File: config.mk
export PLATFORM = sky130hd
export DESIGN_NAME = tsc_status_regs
export DESIGN_NICKNAME = d
export VERILOG_FILES = /design/src/tsc_pkg.sv /design/src/tsc_status_regs.sv /design/src/tsc_txclk_gen.sv
export SDC_FILE = /design/constraint.sdc
export NUM_CORES = 1
export LEC_CHECK = 0
export BUFFER_PORTS_ARGS = -buffer_cell sky130_fd_sc_hd__buf_4
export CORE_ASPECT_RATIO = 2
export CORE_MARGIN = 4
export CORE_UTILIZATION = 40
export DETAILED_ROUTE_END_ITERATION = 10
export MAX_ROUTING_LAYER = met4
export PLACE_DENSITY_LB_ADDON = 0.3
export SYNTH_ARGS = -nofsm -noshare
export SYNTH_HDL_FRONTEND = slang
export SYNTH_SLANG_ARGS = --single-unit
File: constraint.sdc
create_clock -name clk_i -period 2.3 [get_ports clk_i]
set_input_delay 0.46 -clock clk_i [delete_from_list [all_inputs] [get_ports clk_i]]
set_output_delay 0.46 -clock clk_i [all_outputs]
set_load 0.1 [all_outputs]
File: src/tsc_pkg.sv
package tsc_pkg;

    // Register numbers used by the status read and write instructions.
    localparam logic [7:0]  REG_TILE_CTRL      = 8'h02;
    localparam logic [7:0]  REG_BOOT_STATUS    = 8'h03;
    localparam logic [7:0]  REG_PROTECTION     = 8'h05;
    localparam logic [7:0]  REG_OSC_RUN        = 8'h06;
    localparam logic [7:0]  REG_OSC_COUNT0     = 8'h07;

    localparam int          OSC_NUM            = 4;
    localparam int          OSC_COUNT_W        = 16;

    // Tile control fields.
    localparam int          TXD_DLY_LSB        = 18;
    localparam int          TXD_DLY_W          = 8;
    localparam int          TXCLK_DIV_LSB      = 9;
    localparam int          TXCLK_DIV_W        = 9;
    localparam int          ETH_EN_BIT         = 8;
    localparam int          LP_DYN_BIT         = 5;
    localparam int          LP_EN_BIT          = 4;
    localparam int          USB_SEL_BIT        = 2;
    localparam int          USB_SUP_BIT        = 1;
    localparam logic [31:0] CTRL_WMASK         = 32'h03FF_FF36;
    localparam logic [31:0] CTRL_RESET         = 32'h0000_0000;

    // Boot status fields.
    localparam int          PROC_NUM_LSB       = 16;
    localparam int          BOOT_OVERRIDE_BIT  = 8;
    localparam int          CORE_OFF_BIT       = 5;
    localparam int          SKIP_POLL_BIT      = 4;
    localparam int          BOOT_RAM_BIT       = 3;
    localparam int          BOOT_JTAG_BIT      = 2;
    localparam int          STRAP_LSB          = 0;
    localparam int          STRAP_W            = 2;

    // Protection settings fields.
    localparam int          PROT_LOCK_BIT      = 31;
    localparam int          PROT_GDBG_BIT      = 14;
    localparam int          PROT_MASTER_BIT    = 12;
    localparam int          PROT_SECTOR_LSB    = 8;
    localparam int          PROT_SECTOR_W      = 4;
    localparam int          PROT_REDUND_BIT    = 7;
    localparam int          PROT_BOOT_OTP_BIT  = 5;
    localparam int          PROT_PLL_JTAG_BIT  = 4;
    localparam int          PROT_TAP_BIT       = 0;
    localparam logic [31:0] PROT_WMASK         = 32'h8000_5FB1;
    localparam logic [31:0] PROT_RESET         = 32'h0000_0000;

    // Oscillator run control fields.
    localparam int          OSC_CORE_BIT       = 1;
    localparam int          OSC_PERIPH_BIT     = 0;
    localparam logic [31:0] OSC_RUN_WMASK      = 32'h0000_0003;
    localparam logic [1:0]  OSC_RUN_RESET      = 2'h0;

    localparam logic [31:0] ZERO_WORD          = 32'h0000_0000;

endpackage

File: src/tsc_status_regs.sv
`timescale 1ns/1ns
// How it works
// - Control holds 8-bit transmit data delay.
// - Transmit clock rises at divider, falls half.
// - Ethernet ports connected only while enable set.
// - Dynamic divider applies only when threads paused.
// - Control bit enables low-power clock divider.
// - Control bit selects UTMI or ULPI transceiver.
// - Control bit enables ULPI support module.
// - Boot status read-only, reports processor number.
// - Boot status reports second core powered off.
// - Boot status reports skip OTP level polling.
// - Boot status reports RAM and JTAG boot.
// - Boot status returns sampled PLL strap pins.
// - Protection register loaded from OTP security word.
// - Lock bit refuses further protection writes.
// - Protection bit blocks global debug access.
// - Protection bits lock OTP sectors, enable redundancy.
// - Protection bit forces boot image from OTP.
// - Protection bits block PLL JTAG, debug TAP.
// - Four oscillator counters, two run control bits.
// - Oscillators run asynchronously to tile clock.
// - Counter registers return 16 bits, no reset.
// - Three further counter registers, same format.
module tsc_status_regs
#(
    parameter int CNT_W = tsc_pkg::OSC_COUNT_W
)
(
    input  wire logic        clk_i,
    input  wire logic        reset_n_i,
    input  wire logic        ps_write_i,
    input  wire logic        ps_read_i,
    input  wire logic [7:0]  ps_addr_i,
    input  wire logic [31:0] ps_wdata_i,
    output logic      [31:0] ps_rdata_o,
    output logic             ps_rvalid_o,
    input  wire logic        threads_paused_i,
    input  wire logic [7:0]  processor_number_i,
    input  wire logic        second_core_powered_flag_i,
    input  wire logic        skip_otp_level_poll_i,
    input  wire logic        boot_from_ram_i,
    input  wire logic        boot_from_jtag_i,
    input  wire logic [1:0]  pll_strap_value_i,
    input  wire logic        otp_load_i,
    input  wire logic [31:0] otp_security_word_i,
    input  wire logic [3:0]  osc_i,
    output logic             ethernet_port_enable_o,
    output logic             rgmii_tx_clk_o,
    output logic             rgmii_tx_launch_o,
    output logic             lp_div_active_o,
    output logic             usb_phy_interface_select_o,
    output logic             transceiver_support_enable_o,
    output logic             global_debug_block_o,
    output logic             otp_master_lock_o,
    output logic [3:0]       otp_sector_lock_o,
    output logic             otp_redundancy_en_o,
    output logic             otp_boot_override_o,
    output logic             pll_jtag_block_o,
    output logic             jtag_tap_block_o,
    output logic [3:0]       osc_run_o
);

    logic [31:0]      ctrl_r;
    logic [31:0]      prot_r;
    logic [1:0]       osc_ctrl_r;
    logic [1:0]       strap_s1_r;
    logic [1:0]       strap_s2_r;
    logic [1:0]       strap_s3_r;
    logic [1:0]       strap_r;
    logic [31:0]      rdata_nxt;
    logic [31:0]      boot_word;
    logic [CNT_W-1:0] osc_cnt_r [tsc_pkg::OSC_NUM] = '{default: '0};
    logic [3:0]       osc_run;

    logic wr_ctrl;
    logic wr_prot;
    logic wr_osc;

    assign wr_ctrl = ps_write_i && (ps_addr_i == tsc_pkg::REG_TILE_CTRL);
    assign wr_prot = ps_write_i && (ps_addr_i == tsc_pkg::REG_PROTECTION);
    assign wr_osc  = ps_write_i && (ps_addr_i == tsc_pkg::REG_OSC_RUN);

    ////////////////////////////////////////////////////////////////////////////
    // Register writes.
    always_ff @(posedge clk_i or negedge reset_n_i)
    begin
        if (!reset_n_i)
            ctrl_r <= tsc_pkg::CTRL_RESET;
        else if (wr_ctrl)
            ctrl_r <= ps_wdata_i & tsc_pkg::CTRL_WMASK;
    end

    // The OTP copy wins over a software write in the same cycle, since the
    // lock it may carry must never be dodged by a racing store.
    always_ff @(posedge clk_i or negedge reset_n_i)
    begin
        if (!reset_n_i)
            prot_r <= tsc_pkg::PROT_RESET;
        else if (otp_load_i)
            prot_r <= otp_security_word_i & tsc_pkg::PROT_WMASK;
        else if (wr_prot && !prot_r[tsc_pkg::PROT_LOCK_BIT])
            prot_r <= ps_wdata_i & tsc_pkg::PROT_WMASK;
    end

    always_ff @(posedge clk_i or negedge reset_n_i)
    begin
        if (!reset_n_i)
            osc_ctrl_r <= tsc_pkg::OSC_RUN_RESET;
        else if (wr_osc)
            osc_ctrl_r <= ps_wdata_i[1:0];
    end

    ////////////////////////////////////////////////////////////////////////////
    // Strap pins are outside the clock domain.
    always_ff @(posedge clk_i or negedge reset_n_i)
    begin
        if (!reset_n_i)
        begin
            strap_s1_r <= '0;
            strap_s2_r <= '0;
            strap_s3_r <= '0;
            strap_r    <= '0;
        end
        else
        begin
            strap_s1_r <= pll_strap_value_i;
            strap_s2_r <= strap_s1_r;
            strap_s3_r <= strap_s2_r;
            if (strap_s2_r == strap_s3_r)
                strap_r <= strap_s3_r;
        end
    end

    ////////////////////////////////////////////////////////////////////////////
    // Derived outputs.
    always_ff @(posedge clk_i or negedge reset_n_i)
    begin
        if (!reset_n_i)
            lp_div_active_o <= 1'b0;
        else
            lp_div_active_o <= ctrl_r[tsc_pkg::LP_EN_BIT]
                && (!ctrl_r[tsc_pkg::LP_DYN_BIT] || threads_paused_i);
    end

    assign ethernet_port_enable_o       = ctrl_r[tsc_pkg::ETH_EN_BIT];
    assign usb_phy_interface_select_o   = ctrl_r[tsc_pkg::USB_SEL_BIT];
    assign transceiver_support_enable_o = ctrl_r[tsc_pkg::USB_SUP_BIT];
    assign global_debug_block_o         = prot_r[tsc_pkg::PROT_GDBG_BIT];
    assign otp_master_lock_o            = prot_r[tsc_pkg::PROT_MASTER_BIT];
    assign otp_sector_lock_o            = prot_r[tsc_pkg::PROT_SECTOR_LSB +: 4];
    assign otp_redundancy_en_o          = prot_r[tsc_pkg::PROT_REDUND_BIT];
    assign otp_boot_override_o          = prot_r[tsc_pkg::PROT_BOOT_OTP_BIT];
    assign pll_jtag_block_o             = prot_r[tsc_pkg::PROT_PLL_JTAG_BIT];
    assign jtag_tap_block_o             = prot_r[tsc_pkg::PROT_TAP_BIT];
    assign osc_run = {osc_ctrl_r[tsc_pkg::OSC_PERIPH_BIT], osc_ctrl_r[tsc_pkg::OSC_PERIPH_BIT],
                      osc_ctrl_r[tsc_pkg::OSC_CORE_BIT], osc_ctrl_r[tsc_pkg::OSC_CORE_BIT]};
    assign osc_run_o = osc_run;

    tsc_txclk_gen
    #(
        .DIV_W (tsc_pkg::TXCLK_DIV_W),
        .DLY_W (tsc_pkg::TXD_DLY_W)
    )
    u_txclk
    (
        .clk_i       (clk_i),
        .reset_n_i   (reset_n_i),
        .enable_i    (ctrl_r[tsc_pkg::ETH_EN_BIT]),
        .div_i       (ctrl_r[tsc_pkg::TXCLK_DIV_LSB +: tsc_pkg::TXCLK_DIV_W]),
        .delay_i     (ctrl_r[tsc_pkg::TXD_DLY_LSB +: tsc_pkg::TXD_DLY_W]),
        .tx_clk_o    (rgmii_tx_clk_o),
        .tx_launch_o (rgmii_tx_launch_o)
    );

    ////////////////////////////////////////////////////////////////////////////
    // Oscillator counters. Each oscillator output is sampled three deep and
    // a rising edge is counted while the second stage is high and the third is still low.
    // The counters carry no reset so their contents survive a system reset.
    // They start from zero at power-up only, so the first count is known.
    generate
        for (genvar g = 0; g < tsc_pkg::OSC_NUM; g++)
        begin : g_osc
            logic s1_r;
            logic s2_r;
            logic s3_r;

            always_ff @(posedge clk_i or negedge reset_n_i)
            begin
                if (!reset_n_i)
                begin
                    s1_r <= 1'b0;
                    s2_r <= 1'b0;
                    s3_r <= 1'b0;
                end
                else
                begin
                    s1_r <= osc_i[g];
                    s2_r <= s1_r;
                    s3_r <= s2_r;
                end
            end

            always_ff @(posedge clk_i)
            begin
                if (osc_run[g] && s2_r && !s3_r)
                    osc_cnt_r[g] <= osc_cnt_r[g] + 1'b1;
            end
        end
    endgenerate

    ////////////////////////////////////////////////////////////////////////////
    // Read path: one-cycle latency; unmapped numbers read zero.
    always_comb
    begin
        boot_word = tsc_pkg::ZERO_WORD;
        boot_word[tsc_pkg::PROC_NUM_LSB +: 8]           = processor_number_i;
        boot_word[tsc_pkg::BOOT_OVERRIDE_BIT]           = prot_r[tsc_pkg::PROT_BOOT_OTP_BIT];
        boot_word[tsc_pkg::CORE_OFF_BIT]                = second_core_powered_flag_i;
        boot_word[tsc_pkg::SKIP_POLL_BIT]               = skip_otp_level_poll_i;
        boot_word[tsc_pkg::BOOT_RAM_BIT]                = boot_from_ram_i;
        boot_word[tsc_pkg::BOOT_JTAG_BIT]               = boot_from_jtag_i;
        boot_word[tsc_pkg::STRAP_LSB +: tsc_pkg::STRAP_W] = strap_r;
    end

    always_comb
    begin
        rdata_nxt = tsc_pkg::ZERO_WORD;
        if (ps_addr_i == tsc_pkg::REG_TILE_CTRL)
            rdata_nxt = ctrl_r;
        else if (ps_addr_i == tsc_pkg::REG_BOOT_STATUS)
            rdata_nxt = boot_word;
        else if (ps_addr_i == tsc_pkg::REG_PROTECTION)
            rdata_nxt = prot_r;
        else if (ps_addr_i == tsc_pkg::REG_OSC_RUN)
            rdata_nxt = {30'h0000_0000, osc_ctrl_r};
        else if (ps_addr_i >= tsc_pkg::REG_OSC_COUNT0
                 && ps_addr_i < tsc_pkg::REG_OSC_COUNT0 + 8'(tsc_pkg::OSC_NUM))
            rdata_nxt = 32'(osc_cnt_r[2'(ps_addr_i - tsc_pkg::REG_OSC_COUNT0)]);
    end

    always_ff @(posedge clk_i or negedge reset_n_i)
    begin
        if (!reset_n_i)
        begin
            ps_rdata_o  <= tsc_pkg::ZERO_WORD;
            ps_rvalid_o <= 1'b0;
        end
        else
        begin
            ps_rvalid_o <= ps_read_i;
            if (ps_read_i)
                ps_rdata_o <= rdata_nxt;
        end
    end
endmodule // tsc_status_regs

File: src/tsc_txclk_gen.sv
`timescale 1ns/1ns
module tsc_txclk_gen
#(
    parameter int DIV_W = 9,
    parameter int DLY_W = 8
)
(
    input  wire logic             clk_i,
    input  wire logic             reset_n_i,
    input  wire logic             enable_i,
    input  wire logic [DIV_W-1:0] div_i,
    input  wire logic [DLY_W-1:0] delay_i,
    output logic                  tx_clk_o,
    output logic                  tx_launch_o
);

    logic [DIV_W-1:0] cnt_r;
    logic [DLY_W-1:0] dly_r;
    logic             dly_busy_r;
    logic             rise_evt;

    assign rise_evt = enable_i && (cnt_r == div_i);

    always_ff @(posedge clk_i or negedge reset_n_i)
    begin
        if (!reset_n_i)
            cnt_r <= '0;
        else if (!enable_i || rise_evt)
            cnt_r <= '0;
        else
            cnt_r <= cnt_r + 1'b1;
    end

    // A programmed value of zero leaves the clock high: the divider cannot
    // go faster than its own input clock.
    always_ff @(posedge clk_i or negedge reset_n_i)
    begin
        if (!reset_n_i)
            tx_clk_o <= 1'b0;
        else if (!enable_i)
            tx_clk_o <= 1'b0;
        else if (rise_evt)
            tx_clk_o <= 1'b1;
        else if (cnt_r == (div_i >> 1))
            tx_clk_o <= 1'b0;
    end

    // Launch strobe trails the clock rise by the programmed count.
    always_ff @(posedge clk_i or negedge reset_n_i)
    begin
        if (!reset_n_i)
        begin
            dly_r       <= '0;
            dly_busy_r  <= 1'b0;
            tx_launch_o <= 1'b0;
        end
        else if (rise_evt)
        begin
            dly_r       <= delay_i;
            dly_busy_r  <= (delay_i != '0);
            tx_launch_o <= (delay_i == '0);
        end
        else if (dly_busy_r && enable_i)
        begin
            dly_r       <= dly_r - 1'b1;
            dly_busy_r  <= (dly_r != 1);
            tx_launch_o <= (dly_r == 1);
        end
        else
        begin
            dly_busy_r  <= 1'b0;
            tx_launch_o <= 1'b0;
        end
    end
endmodule // tsc_txclk_gen

==> flow_summary.ini <==
[synthesis]
yosysMostFrequentCell = dfrtp_1
ys_seq_area_frac = 0.544
yosysUniqueCellTypes = 64
synth_area_um2 = 8310
synth_edf_count = 64
yosysWarnings = 0
synth.area.top_cells = dfrtp_1 31%, edfxtp_1 23%, xnor2_1 7.0%
ys.flop_type = dfrtp_1
ys_ff_latch = 168
synthCells = 692
synth_top_area_cell = dfrtp_1
postSynth.asyncResetShare = 0.619
syn_avg_cell_area_um2 = 12.0
yosys-top-cells-count = 104 x dfrtp_1, 66 x xnor2_1, 64 x edfxtp_1
synth_top_area_frac = 0.313

[route]
top_layer_used = met4
dr_wl_met3_um = 862
routed-wl-met2_um = 12400
wl_met1_um = 7320
drt-pass1-iter-count = 5
drt_iter0_drc = 301
drc = 0
postRouteAntennaNets = 0
via_count = 5889
finalWirelength_um = 21600
avgViaCountPerCell = 5.38
wl_per_cell_um = 19.7

[job]
maxCapViolCount = 0

[die]
die_area_um2 = 23300
initial_utilization = 0.406
core_area_um2 = 20500
rows = 74
die_w_um = 110
pin_count = 149
dieHeight_um = 212

[clocking]
htree_levels = 4
cts_inserted_buffers = 17
cts.clk_slew.worst_paths_ps = 70
clock_sinks = 168
clock_path_buffers = 2
clk_latency_ps = 430
cts-root-buf = clkbuf_16
cts_tree = done
cts_setup_buffers = 0

[global_route]
antenna_found_initial = 0
overflow = 0
grt_max_degree = 32
grt_use_total = 0.200
grt_pass1_wl_um = 33500
grt_pass1_vias = 6123

[sta]
fin_ws_ps = 328
rsz0062_at_grt = no
timing.fmax_mhz = 507
fin_worst_skew_ps = 7.61
fin_crit_sh = 0.857
drv_slew = 0
hold_violations = 0
min_period_ps = 1970
worst_pin_slew_ps = 1040
setup_viol = 0
slew_headroom = 0.299

[placed_design]
routabilityCongestion = 0.848
hpwl_um = 16900
pre_cts_ws_ps = -63.2
io_buffers = 115

[pwr]
intPower_mw = 5.20
p_leak_nw = 4.29
power_per_cell_area_nw_per_um2 = 726
ir_drop_v = 0.000501
power_switching_mw = 2.17
swShare = 0.295
combPwrFrac = 0.148
p_clk_frac = 0.395
p_seq_frac = 0.457

[worst_setup_path]
worstSetupPathType = reg2reg
critPathMaxStageDelay_ps = 570
critPathLaunchType = flop
crit_arrival_ps = 2130
path_delay_family = simple AND/OR/NAND/NOR gates
crit_path_top_delay_cell = nor4b_1
cp-end-kind = flop
required_ps = 2460
crit_chain = ha_1 > nand3_1 > nor4b_1 > xor2_1
path_buf_inv = 0
path_max_fanout = 5

[min_path]
worstHoldPathType = in2reg

[layout]
regArea_um2 = 4520
area_growth_pct = 22.3
drive_above_1_share = 0.290
nets = 922
n_antenna_cell = 0
final_util = 0.497
fillers = 1835
multiInputGateArea_um2 = 3460

[outcome]
outcome = complete, no violations
[layout make-up]
type | instances | area share
Clock inverter | 14 | 0.0145
Sequential cell | 168 | 0.445
Timing Repair Buffer | 148 | 0.112
Tap cell | 266 | 0.0327
Multi-Input combinational cell | 452 | 0.341
Inverter | 29 | 0.0107
Clock buffer | 18 | 0.0443
[layer usage]
layer / global-route usage / vias to the layer above
li1: - / 2751
met1: 0.194 / 2952
met2: 0.366 / 133
met3: 0.0342 / 53
met4: 0.104 / 0
met5: - / -
[worst register-to-register path, cell delays in order (launching register included)]
cell	delay, ps
edfxtp_1	460
ha_1	260
nand3_1	290
nor4b_1	570
xor2_1	120
[power by group through the flow]
stage	registers (mW)	logic [mW]	clock network [mW]
4_1_cts	3.37	1.10	2.98
5_1_grt	3.39	1.16	3.10
6_report	3.37	1.09	2.91
2_1_floorplan	3.69	0.473	0
3_3_place_gp	3.43	1.09	0
3_5_place_dp	3.43	1.10	0
[placed cells by master, fill, tap and decap left out, types with 4 or more instances in the layout]
| master | Yosys | routed |
|---|---|---|
| buf_4 | 12 | 145 |
| a32oi_1 | 8 | 8 |
| nand2b_1 | 4 | 4 |
| mux4_2 | 16 | 16 |
| mux2i_1 | 4 | 4 |
| and3_1 | 13 | 13 |
| and2_0 | 4 | 4 |
| dfrtp_1 | 104 | 104 |
| edfxtp_1 | 64 | 64 |
| nor3_1 | 7 | 7 |
| nand4_1 | 16 | 16 |
| o21ai_0 | 15 | 15 |
| ha_1 | 10 | 10 |
| nand2_1 | 44 | 44 |
| inv_6 | 0 | 7 |
| nand3_1 | 31 | 31 |
| nor4_1 | 6 | 5 |
| and2_1 | 6 | 6 |
| clkbuf_16 | 0 | 18 |
| and4_1 | 6 | 6 |
| inv_1 | 29 | 29 |
| o22a_1 | 5 | 5 |
| conb_1 | 1 | 5 |
| a221oi_1 | 8 | 8 |
| a31oi_1 | 5 | 5 |
| xor2_1 | 22 | 22 |
| mux2_2 | 32 | 32 |
| a221o_1 | 7 | 7 |
| xnor2_1 | 66 | 66 |
| a21oi_1 | 10 | 10 |
| nor2_1 | 54 | 54 |
[through the flow]
stage / power, mW / area [um^2] / hold WS (ps) / cells / setup TNS [ps]
after floorplan: 4.16 / 8340 / 164 / 696 / 0
after global placement: 4.52 / 9560 / 332 / 1062 / 0
after detailed placement: 4.53 / 9560 / 337 / 1062 / -185
after CTS: 7.45 / 10200 / 110 / 1095 / 0
after global routing: 7.64 / 10200 / 108 / 1095 / 0
final: 7.38 / 10200 / 127 / 1095 / 0
[path summary, 6_finish.rpt]
check	start	endpoint	cells past startpoint	slack, ps
min reg2reg	g_osc[2].s1_r	g_osc[2].s2_r	0	350
max reg2reg	osc_cnt_r[1][1]	osc_cnt_r[1][14]	4	330
min in group asynchronous	reset_n_i	u_txclk.cnt_r[7]	2	510
min	osc_i[1]	g_osc[1].s1_r	1	130
max	osc_cnt_r[1][1]	osc_cnt_r[1][14]	4	330
max in group asynchronous	reset_n_i	ctrl_r[1]	3	1040
[logic make-up (layout without fill, tap and decap cells)]
kind of cell    count (synthesis)  in the layout  share of synthesized area
mux                            52             52                     0.0915
other cells                     1              5                   0.000451
xor+xnor                       88             88                     0.0927
buf+inv                        76            209                     0.0418
flops                         168            168                      0.544
fa+ha+maj                      10             10                     0.0151
simple gates                  210            210                      0.131
compound gates                 87             87                     0.0831
[what timing repair did]
| action | CTS | global route |
|---|---|---|
| resized for setup | 0 | 0 |
| hold buffers | 1 | 0 |
| hold endpoints to repair | 28 | 0 |
[flip-flops by register name (all words and copies together), names as in the netlist]
name                 flops
g_osc.s3_r               4
strap_s1_r               2
osc_ctrl_r               2
u_txclk.cnt_r            9
ctrl_r                  22
u_txclk.dly_busy_r       1
g_osc.s2_r               4
u_txclk.tx_clk_o         1
ps_rvalid_o              1
u_txclk.dly_r            8
strap_s2_r               2
strap_s3_r               2
ps_rdata_o              27
lp_div_active_o          1
osc_cnt_r               64
strap_r                  2
prot_r                  11
g_osc.s1_r               4
u_txclk.tx_launch_o      1
(Power assumes the default switching activity.)
